### config.mk
export PLATFORM = sky130hd
export DESIGN_NAME = rps_pin_select
export DESIGN_NICKNAME = d
export VERILOG_FILES = /design/src/hdl/rps_pkg.sv /design/src/hdl/rps_in_sel.sv /design/src/hdl/rps_out_sel.sv /design/src/hdl/rps_pin_select.sv
export VERILOG_INCLUDE_DIRS = /design/src /design/src/hdl
export SDC_FILE = /design/constraint.sdc
export NUM_CORES = 1
export LEC_CHECK = 0
export CAP_MARGIN = 20
export CORE_ASPECT_RATIO = 1.2
export CORE_MARGIN = 4
export CORE_UTILIZATION = 25
export DETAILED_ROUTE_END_ITERATION = 7
export DONT_BUFFER_PORTS = 1
export PLACE_DENSITY_LB_ADDON = 0.2
export REMOVE_ABC_BUFFERS = 1
export SLEW_MARGIN = 15
export SYNTH_ARGS = -nofsm -noshare
export SYNTH_HDL_FRONTEND = slang
export SYNTH_SLANG_ARGS = --single-unit
### constraint.sdc
create_clock -name sys_clk -period 3.45 [get_ports sys_clk]
set_clock_uncertainty 0.15 [all_clocks]
set_input_delay 0.69 -clock sys_clk [delete_from_list [all_inputs] [get_ports sys_clk]]
set_output_delay 0.69 -clock sys_clk [all_outputs]
set_load 0.005 [all_outputs]
### src/hdl/rps_defines.svh
`ifndef RPS_DEFINES_SVH
`define RPS_DEFINES_SVH

// selector field geometry
`define RPS_SEL_W 5
`define RPS_EVEN_LSB 0
`define RPS_ODD_LSB 8
`define RPS_DATA_W 16
`define RPS_ADDR_W 4

// selector codes and reset values
`define RPS_SEL_GROUND 5'h1f
`define RPS_SEL_MAX_PIN 5'h19
`define RPS_SEL_NONE 5'h00
`define RPS_IN_RESET 5'h1f
`define RPS_OUT_RESET 5'h00

// pin and function counts
`define RPS_IN_PINS 26
`define RPS_OUT_PINS 16
`define RPS_OUT_REGS 8
`define RPS_FUNCS 32

// register word indices on the plain register port
`define RPS_OFF_CAN_RX 4'h0
`define RPS_OFF_OUT_BASE 4'h1
`define RPS_OFF_OUT_LAST 4'h8

`endif

### src/hdl/rps_pkg.sv
`include "rps_defines.svh"

package rps_pkg;

  // one five-bit selector field
  typedef logic [`RPS_SEL_W-1:0] rps_sel_t;

  // one output map word: odd pin high, even pin low
  typedef struct packed {
    logic [2:0] pad_hi;
    rps_sel_t odd_sel;
    logic [2:0] pad_lo;
    rps_sel_t even_sel;
  } rps_map_word_t;

  // drive toward one remappable pin
  typedef struct packed {
    logic active;
    logic level;
  } rps_pin_drive_t;

endpackage

### src/hdl/rps_in_sel.sv
`timescale 1ns/10ps
`include "rps_defines.svh"

module rps_in_sel (
  input wire logic sys_clk,
  input wire logic reset_n,
  input wire logic [`RPS_IN_PINS-1:0] remappable_pin,
  input wire rps_pkg::rps_sel_t src_sel,
  input wire logic enable,
  output logic can_receive_input
);

  logic [`RPS_IN_PINS-1:0] pin_meta;
  logic [`RPS_IN_PINS-1:0] pin_sync;
  logic next_rx;

  // pin value or ground level
  always_comb begin
    next_rx = 1'b0;
    if (enable && (src_sel <= `RPS_SEL_MAX_PIN)) begin
      next_rx = pin_sync[src_sel];
    end
    // ground code and unused codes give ground
  end

  // two-stage pin synchroniser and output flop
  always_ff @(posedge sys_clk or negedge reset_n) begin
    if (!reset_n) begin
      pin_meta <= '0;
      pin_sync <= '0;
      can_receive_input <= 1'b0;
    end else begin
      pin_meta <= remappable_pin;
      pin_sync <= pin_meta;
      can_receive_input <= next_rx;
    end
  end

  a_rx_follows_pin: assert property (@(posedge sys_clk) disable iff (!reset_n)
    (enable && src_sel <= `RPS_SEL_MAX_PIN) |=> can_receive_input == $past(pin_sync[src_sel]))
    else $error("receive input does not follow the selected pin");

  a_rx_ground_code: assert property (@(posedge sys_clk) disable iff (!reset_n)
    (src_sel == `RPS_SEL_GROUND) |=> !can_receive_input)
    else $error("receive input not grounded on all-ones code");

endmodule // rps_in_sel

### src/hdl/rps_out_sel.sv
`timescale 1ns/10ps
`include "rps_defines.svh"

module rps_out_sel (
  input wire logic sys_clk,
  input wire logic reset_n,
  input wire rps_pkg::rps_sel_t func_sel,
  input wire logic [`RPS_FUNCS-1:0] periph_func_out,
  output rps_pkg::rps_pin_drive_t drive
);

  rps_pkg::rps_pin_drive_t next_drive;

  // function zero leaves the pin to its port logic
  always_comb begin
    next_drive = '0;
    if (func_sel != `RPS_SEL_NONE) begin
      next_drive.active = 1'b1;
      next_drive.level = periph_func_out[func_sel];
    end
  end

  // registered pin drive
  always_ff @(posedge sys_clk or negedge reset_n) begin
    if (!reset_n) begin
      drive <= '0;
    end else begin
      drive <= next_drive;
    end
  end

  a_out_route_func: assert property (@(posedge sys_clk) disable iff (!reset_n)
    (func_sel != `RPS_SEL_NONE) |=> drive.active && drive.level == $past(periph_func_out[func_sel]))
    else $error("pin not driven by selected function");

  a_out_zero_idle: assert property (@(posedge sys_clk) disable iff (!reset_n)
    (func_sel == `RPS_SEL_NONE) |=> !drive.active && !drive.level)
    else $error("pin claimed with function zero");

endmodule // rps_out_sel

### src/hdl/rps_pin_select.sv
`timescale 1ns/10ps
`include "rps_defines.svh"
module rps_pin_select #(
  parameter bit HAS_CAN = 1'b1
) (
  input wire logic sys_clk,
  input wire logic reset_n,
  input wire logic [`RPS_ADDR_W-1:0] reg_addr,
  input wire logic [`RPS_DATA_W-1:0] reg_wdata,
  input wire logic reg_wr,
  input wire logic reg_rd,
  output logic [`RPS_DATA_W-1:0] reg_rdata,
  input wire logic [`RPS_IN_PINS-1:0] remappable_pin,
  input wire logic [`RPS_FUNCS-1:0] periph_func_out,
  output logic can_receive_input,
  output logic [`RPS_OUT_PINS-1:0] pin_remap_active,
  output logic [`RPS_OUT_PINS-1:0] pin_remap_level
);

  // decode of output map word indices
  function automatic logic is_out_map(input logic [`RPS_ADDR_W-1:0] addr);
    is_out_map = (addr >= `RPS_OFF_OUT_BASE) && (addr <= `RPS_OFF_OUT_LAST);
  endfunction

  function automatic logic [2:0] map_slot(input logic [`RPS_ADDR_W-1:0] addr);
    logic [`RPS_ADDR_W-1:0] diff;
    diff = addr - `RPS_OFF_OUT_BASE;
    map_slot = diff[2:0];
  endfunction

  rps_pkg::rps_sel_t can_rx_source_select;
  rps_pkg::rps_sel_t next_can_rx_source_select;
  rps_pkg::rps_sel_t out_func [`RPS_OUT_PINS];
  rps_pkg::rps_sel_t next_out_func [`RPS_OUT_PINS];
  logic [`RPS_DATA_W-1:0] next_reg_rdata;
  rps_pkg::rps_map_word_t rd_word;
  logic [3:0] even_idx;
  logic [3:0] odd_idx;
  rps_pkg::rps_pin_drive_t pin_drive [`RPS_OUT_PINS];

  // word slot to pin pair
  assign even_idx = {map_slot(reg_addr), 1'b0};
  assign odd_idx = {map_slot(reg_addr), 1'b1};

  // selector writes; pad bits are dropped
  always_comb begin
    next_can_rx_source_select = can_rx_source_select;
    next_out_func = out_func;
    if (reg_wr) begin
      if (reg_addr == `RPS_OFF_CAN_RX) begin
        if (HAS_CAN) begin
          next_can_rx_source_select = reg_wdata[`RPS_SEL_W-1:0];
        end
      end else if (is_out_map(reg_addr)) begin
        next_out_func[even_idx] = reg_wdata[`RPS_EVEN_LSB +: `RPS_SEL_W];
        next_out_func[odd_idx] = reg_wdata[`RPS_ODD_LSB +: `RPS_SEL_W];
      end
    end
  end

  // selector storage with power-on defaults
  always_ff @(posedge sys_clk or negedge reset_n) begin
    if (!reset_n) begin
      can_rx_source_select <= `RPS_IN_RESET;
      for (int i = 0; i < `RPS_OUT_PINS; i++) begin
        out_func[i] <= `RPS_OUT_RESET;
      end
    end else begin
      can_rx_source_select <= next_can_rx_source_select;
      out_func <= next_out_func;
    end
  end

  // read word assembly, pads forced to zero
  always_comb begin
    rd_word = '0;
    next_reg_rdata = '0;
    if (reg_rd) begin
      if (reg_addr == `RPS_OFF_CAN_RX) begin
        if (HAS_CAN) begin
          rd_word.even_sel = can_rx_source_select;
        end
      end else if (is_out_map(reg_addr)) begin
        rd_word.even_sel = out_func[even_idx];
        rd_word.odd_sel = out_func[odd_idx];
      end
      next_reg_rdata = rd_word;
    end
  end

  // read data stands for one cycle only
  always_ff @(posedge sys_clk or negedge reset_n) begin
    if (!reset_n) begin
      reg_rdata <= '0;
    end else begin
      reg_rdata <= next_reg_rdata;
    end
  end

  // receive input routing, disabled without the controller
  rps_in_sel u_in_sel (
    .sys_clk(sys_clk),
    .reset_n(reset_n),
    .remappable_pin(remappable_pin),
    .src_sel(can_rx_source_select),
    .enable(HAS_CAN),
    .can_receive_input(can_receive_input)
  );

  // one output selector per remappable pin
  for (genvar g = 0; g < `RPS_OUT_PINS; g++) begin : g_out
    rps_out_sel u_out_sel (
      .sys_clk(sys_clk),
      .reset_n(reset_n),
      .func_sel(out_func[g]),
      .periph_func_out(periph_func_out),
      .drive(pin_drive[g])
    );
    assign pin_remap_active[g] = pin_drive[g].active;
    assign pin_remap_level[g] = pin_drive[g].level;
  end

  a_sel_reset_value: assert property (@(posedge sys_clk) disable iff (!reset_n)
    !$past(reset_n) |-> can_rx_source_select == `RPS_IN_RESET && out_func[0] == `RPS_OUT_RESET
      && out_func[15] == `RPS_OUT_RESET && !can_receive_input)
    else $error("selectors not at power-on values");

  a_rdata_idle_zero: assert property (@(posedge sys_clk) disable iff (!reset_n)
    !reg_rd |=> reg_rdata == '0)
    else $error("read data present without a read");

  a_pad_bits_zero: assert property (@(posedge sys_clk) disable iff (!reset_n)
    reg_rd |=> reg_rdata[15:13] == 3'h0 && reg_rdata[7:5] == 3'h0)
    else $error("pad bits read as nonzero");

  a_can_sel_readback: assert property (@(posedge sys_clk) disable iff (!reset_n)
    (reg_rd && reg_addr == `RPS_OFF_CAN_RX) |=>
      reg_rdata == (HAS_CAN ? {11'h000, $past(can_rx_source_select)} : 16'h0000))
    else $error("receive selector read back wrong");

  a_can_write_takes: assert property (@(posedge sys_clk) disable iff (!reset_n)
    (reg_wr && reg_addr == `RPS_OFF_CAN_RX) |=>
      can_rx_source_select == (HAS_CAN ? $past(reg_wdata[4:0]) : `RPS_IN_RESET))
    else $error("receive selector write not honoured");

  a_out_pair_split: assert property (@(posedge sys_clk) disable iff (!reset_n)
    (reg_wr && is_out_map(reg_addr)) |=>
      out_func[$past(even_idx)] == $past(reg_wdata[4:0])
      && out_func[$past(odd_idx)] == $past(reg_wdata[12:8]))
    else $error("output map word split wrong");

  a_out_last_word: assert property (@(posedge sys_clk) disable iff (!reset_n)
    (reg_wr && reg_addr == `RPS_OFF_OUT_LAST) |=>
      out_func[14] == $past(reg_wdata[4:0]) && out_func[15] == $past(reg_wdata[12:8])
      ##1 pin_remap_active[15] == ($past(out_func[15]) != 5'h00))
    else $error("last map word misplaced");

  a_ground_two_cycles: assert property (@(posedge sys_clk) disable iff (!reset_n)
    (reg_wr && reg_addr == `RPS_OFF_CAN_RX && reg_wdata[4:0] == 5'h1f) |-> ##2 !can_receive_input)
    else $error("ground code did not ground the input");

endmodule // rps_pin_select

== Yosys cells after proc, flatten, opt, wreduce, memory -nomap -nowiden ==
Cells that the tools add are included.
Operators by class
  muxes and demuxes: 68
  add/subtract/negate cells: 1
  bitwise logic cells: 3
  magnitude comparators: 24
  reductions and logical operators: 22
Operator list (count)
  $bwmux W80: 2
  $lt A5 B6 Y1 const B: 17
  $bmux W1 S5: 17
  $reduce_bool A5 Y1: 16
  $mux W5: 10
  $bmux W5 S4: 2
  $demux W5 S4: 2
  $mux W2: 16
  $mux W1: 18
  $mux W13: 1
  $ge A5 B5 Y1 const B: 2
  $lt A5 B1 Y1 const B: 2
  $not A4 Y5: 2
  $le A5 B5 Y1 const B: 1
  $ge A4 B1 Y1 const B: 1
  $le A4 B4 Y1 const B: 1
  $logic_not A4 Y1: 1
  $logic_and A1 B1 Y1: 3
  $reduce_and A3 Y1: 1
  $sub A3 B1 Y3 const B: 1
  $reduce_and A2 Y1: 1
  $not A1 Y1: 1
Storage, ports and cells
  word-level logic and storage cells: 171
  register bits after elaboration: 186
  output and inout port bits: 49

== Longest topological paths before layout ==
Gate-level depths: netlist of run 1.
  depth after elaboration: 8
  gate-level depth with buffers: 9

== Modules after synthesis ==
Synthesis of run 1 repeated with hierarchy kept, for this count alone.
Unflattened totals
  cell total of the unflattened synthesis: 911
  area total of the unflattened synthesis: 12062.8 um2
By module, submodules not included
  rps_out_sel: cells an instance 32, area an instance 371.6 um2, instances 16
  rps_pin_select: cells an instance 318, area an instance 4518.1 um2, instances 1
  rps_in_sel: cells an instance 81, area an instance 1599.0 um2, instances 1

== Least setup slack after synthesis of run 1 ==
Ideal clock, no wire load.
  path type: input to register
  start point: in reg_addr[0]
  end point: reg out_func[20] (netlist bit)
  slack: 228 ps
  library setup time: 125 ps
  data arrival time: 2948 ps
  stages: 8
  cell sequence: clkbuf_1 buf_2 inv_1 ha_1 or3b_1 a211o_2 a21oi_4 mux2_2
On the way
  longest elaborated chain between the ends: 8
  elaborated cells on any way between the ends: 21
  those cells by class: 1 x add/sub; 6 x order compare; 6 x mux; 3 x bitwise; 5 x reduce/logical
Ends and longest elaborated chain
  from (decl): line rps_pin_select.sv:8  | input wire logic [`RPS_ADDR_W-1:0] reg_addr,
  $sub A3 B1 Y3 (no line)
  $not A4 Y5: line rps_pin_select.sv:55  | next_out_func[even_idx] = reg_wdata[`RPS_EVEN_LSB +: `RPS_SEL_W];
  $ge A5 B5 Y1 / $lt A5 B1 Y1 (equally long branches): line rps_pin_select.sv:55
  $logic_and A1 B1 Y1: line rps_pin_select.sv:55
  $mux W5: line rps_pin_select.sv:55
  $demux W5 S4: line rps_pin_select.sv:55
  $bwmux W80: line rps_pin_select.sv:55
  $bwmux W80: line rps_pin_select.sv:56  | next_out_func[odd_idx] = reg_wdata[`RPS_ODD_LSB +: `RPS_SEL_W];
  to (signal, indexed assignment): line rps_pin_select.sv:66  | out_func[i] <= `RPS_OUT_RESET;
  to (signal assigned): line rps_pin_select.sv:70  | out_func <= next_out_func;
  to (decl): line rps_pin_select.sv:33  | rps_pkg::rps_sel_t out_func [`RPS_OUT_PINS];
Several ways; a longest one is shown, not always the timed one.
A chain may end at the register's enable or synchronous reset.

== Worst setup path after layout of run 1 ==
  start point: in reg_addr[0]
  end point: reg out_func[24] (netlist bit)
The elaborated chain is that of the path after synthesis.

==> summary.md, run 1 <==
| Metric | Value |
|---|---|
| R2R Path End | g_out[14].u_out_sel.drive[0] |
| Port bufs | 0 |
| TritonCTS clock tree | yes |
| Startpoint types | input port |
| Tot GR Track Use | 16.5% |
| Fin. Hold Viols | 175 |
| Crit path max fanout | 39 |
| Mapped Area | 11,600 µm² |
| Die Area | 49,900 µm² |
| Crit. End Element | flip-flop |
| VDD IR-drop max | 0.464 mV |
| Worst Setup SP | reg_addr[0] |
| Synth async-reset ratio | 100% |
| Clock transition at path regs | 70 ps |
| PwrDens | 662 nW/µm² |
| Worst slew pin tran | 1040 ps |
| DIE HEIGHT | 244 µm |
| EDFF count, synth | 0 |
| Required @ worst endpoint | 3650 ps |
| TritonCTS Buffers | 17 |
| Share of layout cells above drive strength 1 | 36.2% |
| Hpwl dp | 26.1 mm |
| Slew margin rel. | 30.1% |
| Resize count post-CTS | 0 |
| F_max | 0.388 GHz |
| RSZ-0062 raised after global routing | no |
| Largest family of logic cells by synthesized area | multiplexers |
| Vias in the first global route | 8,345 |
| Metal2 WL | 19.6 mm |
| Xor and xnor area share after synthesis | 0.356% |
| M1 WL | 16.7 mm |
| Ys flop type | dfrtp_1 |
| Routed vias | 8,071 |
| Synthesized instance count | 894 |
| Avg Inst Size Synth | 13.0 µm² |
| Ports | 131 |
| Grt ovf | 0 |
| Clock tree root buffer cell | clkbuf_16 |
| Failing checks | hold timing |
| CP arrival | 2780 ps |
| Synth warnings | 0 |
| Critical setup path kind | input port to flip-flop |
| First-pass GRT wire length | 59.9 mm |
| Placed cell count | 1,430 |
| Rows | 86 |
| Area Growth Syn to Fin | 9.22% |
| Yosys cell types | 62 |
| Endpoints failing setup | 0 |
| Hold slack | -210 ps |
| Leak | 0.00479 µW |
| Post-CTS setup repair buffer count | 0 |
| Pins Over Slew Limit | 0 |
| Final wirelength | 41.2 mm |
| Post-Synth Simple-Gate Area | 8.67% |
| Clock Path Buffers | 2 |
| Antenna-violating nets left | 0 |
| Seq cells post-synth | 180 |
| Core area | 45,900 µm² |
| HP Class | input port to async pin |
| H-Tree Depth | 4 |
| Initial cell density of the core | 25.3% |
| Register area share after synthesis | 38.9% |
| CTS Sinks | 180 |
| Via-to-Cell Ratio | 5.52 |
| Compound-Gate Fraction of Synth Area | 6.70% |
| Max-Cap Viols | 0 |
| Routability cong. | 0.818 |
| DRC viols | 0 |
| DRT Pass-1 Iters | 5 |
| Status | complete, but fails checks |
| Post-DR wirelength/cell | 28.2 µm |
| Period utilization | 74.7% |
| Reg2reg setup slack | 1040 ps |
| Top Metal Used | met4 |
| Initial antenna violation count | 1 |
| Largest net degree at the start of global routing | 181 |
| Setup tns final | 0 ps |
| Met3 WL | 3.40 mm |
| R2r worst-path depth | 4 |
| Initial DRC count | 582 |
| Later-pin clock latency in the skew report | 470 ps |
| Finished Layout Cells | 1,463 |
| Chip width | 205 µm |
| Mux cell area share after synthesis | 40.4% |
| Post-Synth Adder-Cell Area | 0.323% |
| Min Tclk post-route | 2580 ps |
| Layout net count | 918 |
| Reg2reg start | out_func[5] |
==> cell usage after synthesis (9+ instances only) <==
cell	number	area share, %
mux4_2	114	22
mux2_4	10	1.3
nor3_1	21	0.91
or4_1	9	0.58
o22ai_1	15	0.81
dfrtp_1	175	38
mux2_2	114	11
and4_1	9	0.68
nand2_1	35	1.1
nand3b_1	10	0.65
nor2_1	25	0.81
nand3_1	10	0.43
nand2b_1	13	0.70
o221ai_1	13	0.98
buf_2	20	0.86
or2_2	11	0.59
clkbuf_1	60	1.9
nor2b_1	10	0.54
o21ai_0	28	1.2
mux2i_1	55	4.7
inv_1	30	0.97
==> placed cells by master, fill, tap and decap left out, types with 4 or more instances in the layout <==
cell       synthesis  layout
nand2b_1          13      13
nor3_1            21      21
o21ai_0           28      28
a311oi_1           6       6
dfrtp_1          175     175
nand3_1           10      10
inv_1             30      30
mux2_4            10      10
or3_1              5       5
inv_8              0       5
and3_1             4       4
a221oi_1           6       6
mux4_2           114     114
dfstp_2            5       5
mux2_2           114     114
mux2i_1           55      55
mux4_1             5       5
nand2_1           35      35
o221ai_1          13      13
nor2b_1           10      10
nand3b_1          10      10
buf_4              6      10
and4_1             9       9
clkinv_8           0       6
o22ai_1           15      15
conb_1             1       6
a21oi_1            4       4
a31oi_1            6       6
clkbuf_16          0      17
or4_1              9       9
nor2_1            25      25
or2_2             11      11
==> per-stage QoR <==
stage	utilization [%]	hold slack (ps)	power (µW)	setup slack (ps)	area [µm²]
final	27.6	-210	8390	873	12700
after global routing	27.6	-241	8900	855	12700
after CTS	27.6	-246	8490	907	12700
after detailed placement	26.2	185	6370	404	12000
after global placement	26.2	185	6350	416	12000
after floorplan	-	181	5610	604	11200
==> per-layer routing <==
metal | vias to the layer above | global-route usage [%]
li1 | 3339 | -
met3 | 72 | 4.76
met4 | 0 | 6.49
met2 | 372 | 26.5
met1 | 4288 | 21.0
met5 | - | 0
==> worst max-delay path by stage <==
stage / endpoint / slack [ps] / cells after the start
after global routing: out_func[23] / 860 / 7
after detailed placement: out_func[21] / 400 / 7
after global placement: out_func[24] / 420 / 7
after floorplan: out_func[50] / 600 / 5
final: out_func[24] / 870 / 7
after CTS: out_func[24] / 910 / 7
==> flip-flops by register name, summed over array words and instances, names as in the netlist <==
register / flops
reg_rdata: 10
u_in_sel.pin_sync: 26
out_func: 80
u_in_sel.pin_meta: 26
g_out.u_out_sel.drive: 32
u_in_sel.can_receive_input: 1
can_rx_source_select: 5
==> cell type report <==
class | count | area (µm²)
Fill cell | 4760 | 33300
Multi-Input combinational cell | 594 | 6570
Antenna cell | 1 | 2.50
Tap cell | 616 | 771
Sequential cell | 180 | 4510
Inverter | 30 | 113
Clock inverter | 15 | 209
Clock buffer | 17 | 425
Timing Repair Buffer | 10 | 75.1
==> critical path: stages <==
cell     delay (ps)
inv_1            40
buf_4           170
ha_1            260
or3b_1          360
a211o_2         370
a21oi_4         470
mux2_2          390
==> report_power, final <==
| group | total, µW | internal (µW) | switching, µW |
|---|---|---|---|
| combinational | 2620 | 1780 | 843 |
| clock | 2090 | 1060 | 1030 |
| sequential | 3680 | 2620 | 1070 |
==> cell families after synthesis <==
family | after synthesis
and+or+nand+nor | 177
buffers and inverters | 125
other | 1
muxes | 298
adders and majority gates | 3
AOI/OAI and AO/OA | 107
DFF | 180
xor gates and xnor gates | 3
Note: power is estimated with default switching activity, not from simulation.
==> inputs of run 2 (changes only) <==
==> constraint.sdc (replaced) <==
create_clock -name sys_clk -period 2.45 [get_ports sys_clk]
set_clock_uncertainty 0.15 [all_clocks]
set_input_delay 0.49 -clock sys_clk [delete_from_list [all_inputs] [get_ports sys_clk]]
set_output_delay 0.49 -clock sys_clk [all_outputs]
set_load 0.005 [all_outputs]
==> run 2 against run 1 <==
Against the previous run:
- the flow still finishes with violations (hold timing)
- non-clock buffer count rose by 62
- global-route usage is 0.34 points higher
- first-iteration DRC count grew 13%
- combinational power increased by 50%
- wire length increased by 2.5%
- power grew 43%
- sequential cell count did not move
- critical path depth is 3 lower
- worst setup slack worse by 720 ps
- sequential power grew 39%
- final cell count increased by 4.2%
- count of clock-buffer cells in the layout unchanged
==> summary.md, run 2 (synthesis results as in run 1) <==
| Metric | Value |
|---|---|
| VDD IR-drop max | 0.542 mV (was 0.464 mV) |
| Crit. End Element | flip-flop (unchanged) |
| Port bufs | 0 (unchanged) |
| Routability cong. | 0.832 (was 0.818) |
| Clock power share | 24.5% (was 24.9%) |
| Initial antenna violation count | 0 (was 1) |
| Ports | 131 (unchanged) |
| Share of layout cells above drive strength 1 | 35.6% (was 36.2%) |
| Most frequent cells in the layout | dfrtp_1 (175), mux2_2 (114), mux4_2 (114), mux2i_1 (55), dlygate4sd3_1 (45) (was dfrtp_1 (175), mux2_2 (114), mux4_2 (114), mux2i_1 (55), nand2_1 (35)) |
| Pwr Total | 12,000 µW (was 8390 µW) |
| Routed vias | 8,306 (was 8,071) |
| Vias in the first global route | 8,289 (was 8,345) |
| Flop pwr share | 42.6% (was 43.9%) |
| Die Area | 49,900 µm² (unchanged) |
| Worst slew pin tran | 671 ps (was 1040 ps) |
| Commonest non-fill, non-tap cell in the layout | dfrtp_1 (unchanged) |
| Period utilization | 93.9% |
| Hold slack | -409 ps (was -210 ps) |
| TritonCTS clock tree | yes (unchanged) |
| Required @ worst endpoint | 2650 ps (was 3650 ps) |
| HP Class | input port to async pin (unchanged) |
| Tot GR Track Use | 16.8% (was 16.5%) |
| Clock Path Buffers | 2 (unchanged) |
| Chip width | 205 µm (unchanged) |
| Via-to-Cell Ratio | 5.45 (was 5.52) |
| Failing checks | hold timing (unchanged) |
| Critical setup path kind | flip-flop to flip-flop (was input port to flip-flop) |
| Fillers | 4,690 (was 4,760) |
| Rows | 86 (unchanged) |
| Endpoints failing setup | 0 (unchanged) |
| Startpoint types | flip-flop (was input port) |
| Max-Cap Viols | 0 (unchanged) |
| Crit path max fanout | 6 (was 39) |
| Initial DRC count | 657 (was 582) |
| DRC viols | 0 (unchanged) |
| Hpwl dp | 26.0 mm (was 26.1 mm) |
| Fin. Hold Viols | 180 (was 175) |
| Area Growth Syn to Fin | 14.9% (was 9.22%) |
| F_max | 0.435 GHz |
| Min Tclk post-route | 2300 ps |
| Initial cell density of the core | 25.3% (unchanged) |
| Clock transition at path regs | 80 ps (was 70 ps) |
| Largest regs | out_func: 80 flops, g_out.u_out_sel.drive: 32 flops (unchanged) |
| TritonCTS Buffers | 17 (unchanged) |
| Comb power frac | 32.9% (was 31.2%) |
| Slew margin rel. | 55.3% (was 30.1%) |
| Final wirelength | 42.2 mm (was 41.2 mm) |
| Clock tree root buffer cell | clkbuf_16 (unchanged) |
| CTS Sinks | 180 (unchanged) |
| Largest net degree at the start of global routing | 181 (unchanged) |
| Sw frac | 35.0% (about the same) |
| Pins Over Slew Limit | 0 (unchanged) |
| PwrDens | 898 nW/µm² (was 662 nW/µm²) |
| Antenna-violating nets left | 0 (unchanged) |
| H-Tree Depth | 4 (unchanged) |
| Later-pin clock latency in the skew report | 470 ps (about the same) |
| DRT Pass-1 Iters | 5 (unchanged) |
| Core area | 45,900 µm² (unchanged) |
| Post-DR wirelength/cell | 27.7 µm (was 28.2 µm) |
| Max FFs per register | 80 (unchanged) |
| Layout net count | 980 (was 918) |
| Hold Buf Count CTS | 45 |
| DIE HEIGHT | 244 µm (unchanged) |
| N_diodes | 0 (was 1) |
| Status | complete, but fails checks (unchanged) |
| RSZ-0062 raised after global routing | no (unchanged) |
| First-pass GRT wire length | 61.0 mm (was 59.9 mm) |
| Sw Pwr | 4190 µW (was 2940 µW) |
| Grt ovf | 0 (unchanged) |
| Reg2reg setup slack | 150 ps (was 1040 ps) |
| Leak | 0.00509 µW (was 0.00479 µW) |
| Reg with most FFs | out_func (unchanged) |
| Int Power | 7790 µW (was 5450 µW) |
| CP arrival | 2500 ps (was 2780 ps) |
==> run 2: routing by layer <==
metal | vias to the layer above | part of all wire [%] | GRT usage [%]
li1 | 3477 | - | -
met1 | 4357 | 40 | 21.4
met2 | 396 | 48 | 27.2
met3 | 76 | 8.4 | 4.52
met4 | 0 | 3.8 | 6.84
met5 | - | 0 | 0
==> run 2: path summary, 6_finish.rpt <==
| kind | end | cells past startpoint | startpoint |
|---|---|---|---|
| worst min-delay path | g_out[13].u_out_sel.drive[0] | 0 | reset_n |
| min in group sys_clk | out_func[64] | 1 | reg_wdata[12] |
| max in group asynchronous | can_rx_source_select[0] | 0 | reset_n |
| worst max-delay path | u_in_sel.can_receive_input | 4 | can_rx_source_select[0] |
| worst max register to register | u_in_sel.can_receive_input | 4 | can_rx_source_select[0] |
| worst min register to register | u_in_sel.pin_sync[5] | 0 | u_in_sel.pin_meta[5] |
==> run 2: stage by stage <==
stage | setup TNS (ps) | utilization (%) | cells | area, µm² | setup slack [ps]
detailed placement | -767 | 26.7 | 1447 | 12300 | -52.5
global placement | -736 | 26.7 | 1447 | 12300 | -44.5
finish | 0 | 29.0 | 1524 | 13300 | 149
global route | 0 | 29.0 | 1524 | 13300 | 68.9
floorplan | -3720 | - | 804 | 11200 | -196
CTS | 0 | 29.0 | 1524 | 13300 | 115
==> run 2: layout make-up <==
class | count | area [µm²] | area share (%)
clock buffers | 17 | 425 | 3.19
clock inverters | 15 | 204 | 1.53
inverters | 30 | 113 | 0.845
multi-input cells | 594 | 6570 | 49.3
flip-flops and latches | 180 | 4510 | 33.8
well taps | 616 | 771 | 5.78
repair buffers | 72 | 741 | 5.56
==> run 2: power by group through the flow <==
stage          registers, µW  logic (µW)  clock network (µW)
5_1_grt                 5280        4260                3150
4_1_cts                 5120        3970                3020
3_3_place_gp            5170        3840                   0
6_report                5100        3940                2940
2_1_floorplan           4730        3160                   0
3_5_place_dp            5190        3860                   0
==> run 2: what timing repair did <==
| item | CTS | global route |
|---|---|---|
| buffers inserted | 0 | 0 |
| hold endpoints to repair | 256 | 180 |
| resized for setup | 0 | 0 |
| endpoints found under the setup margin | 0 | 0 |
==> run 2: worst max-delay path, stage by stage (launching register included) <==
cell     delay [ps]
dfstp_2         620
mux4_1          590
mux4_2          460
nor2b_1         140
a211o_1         230
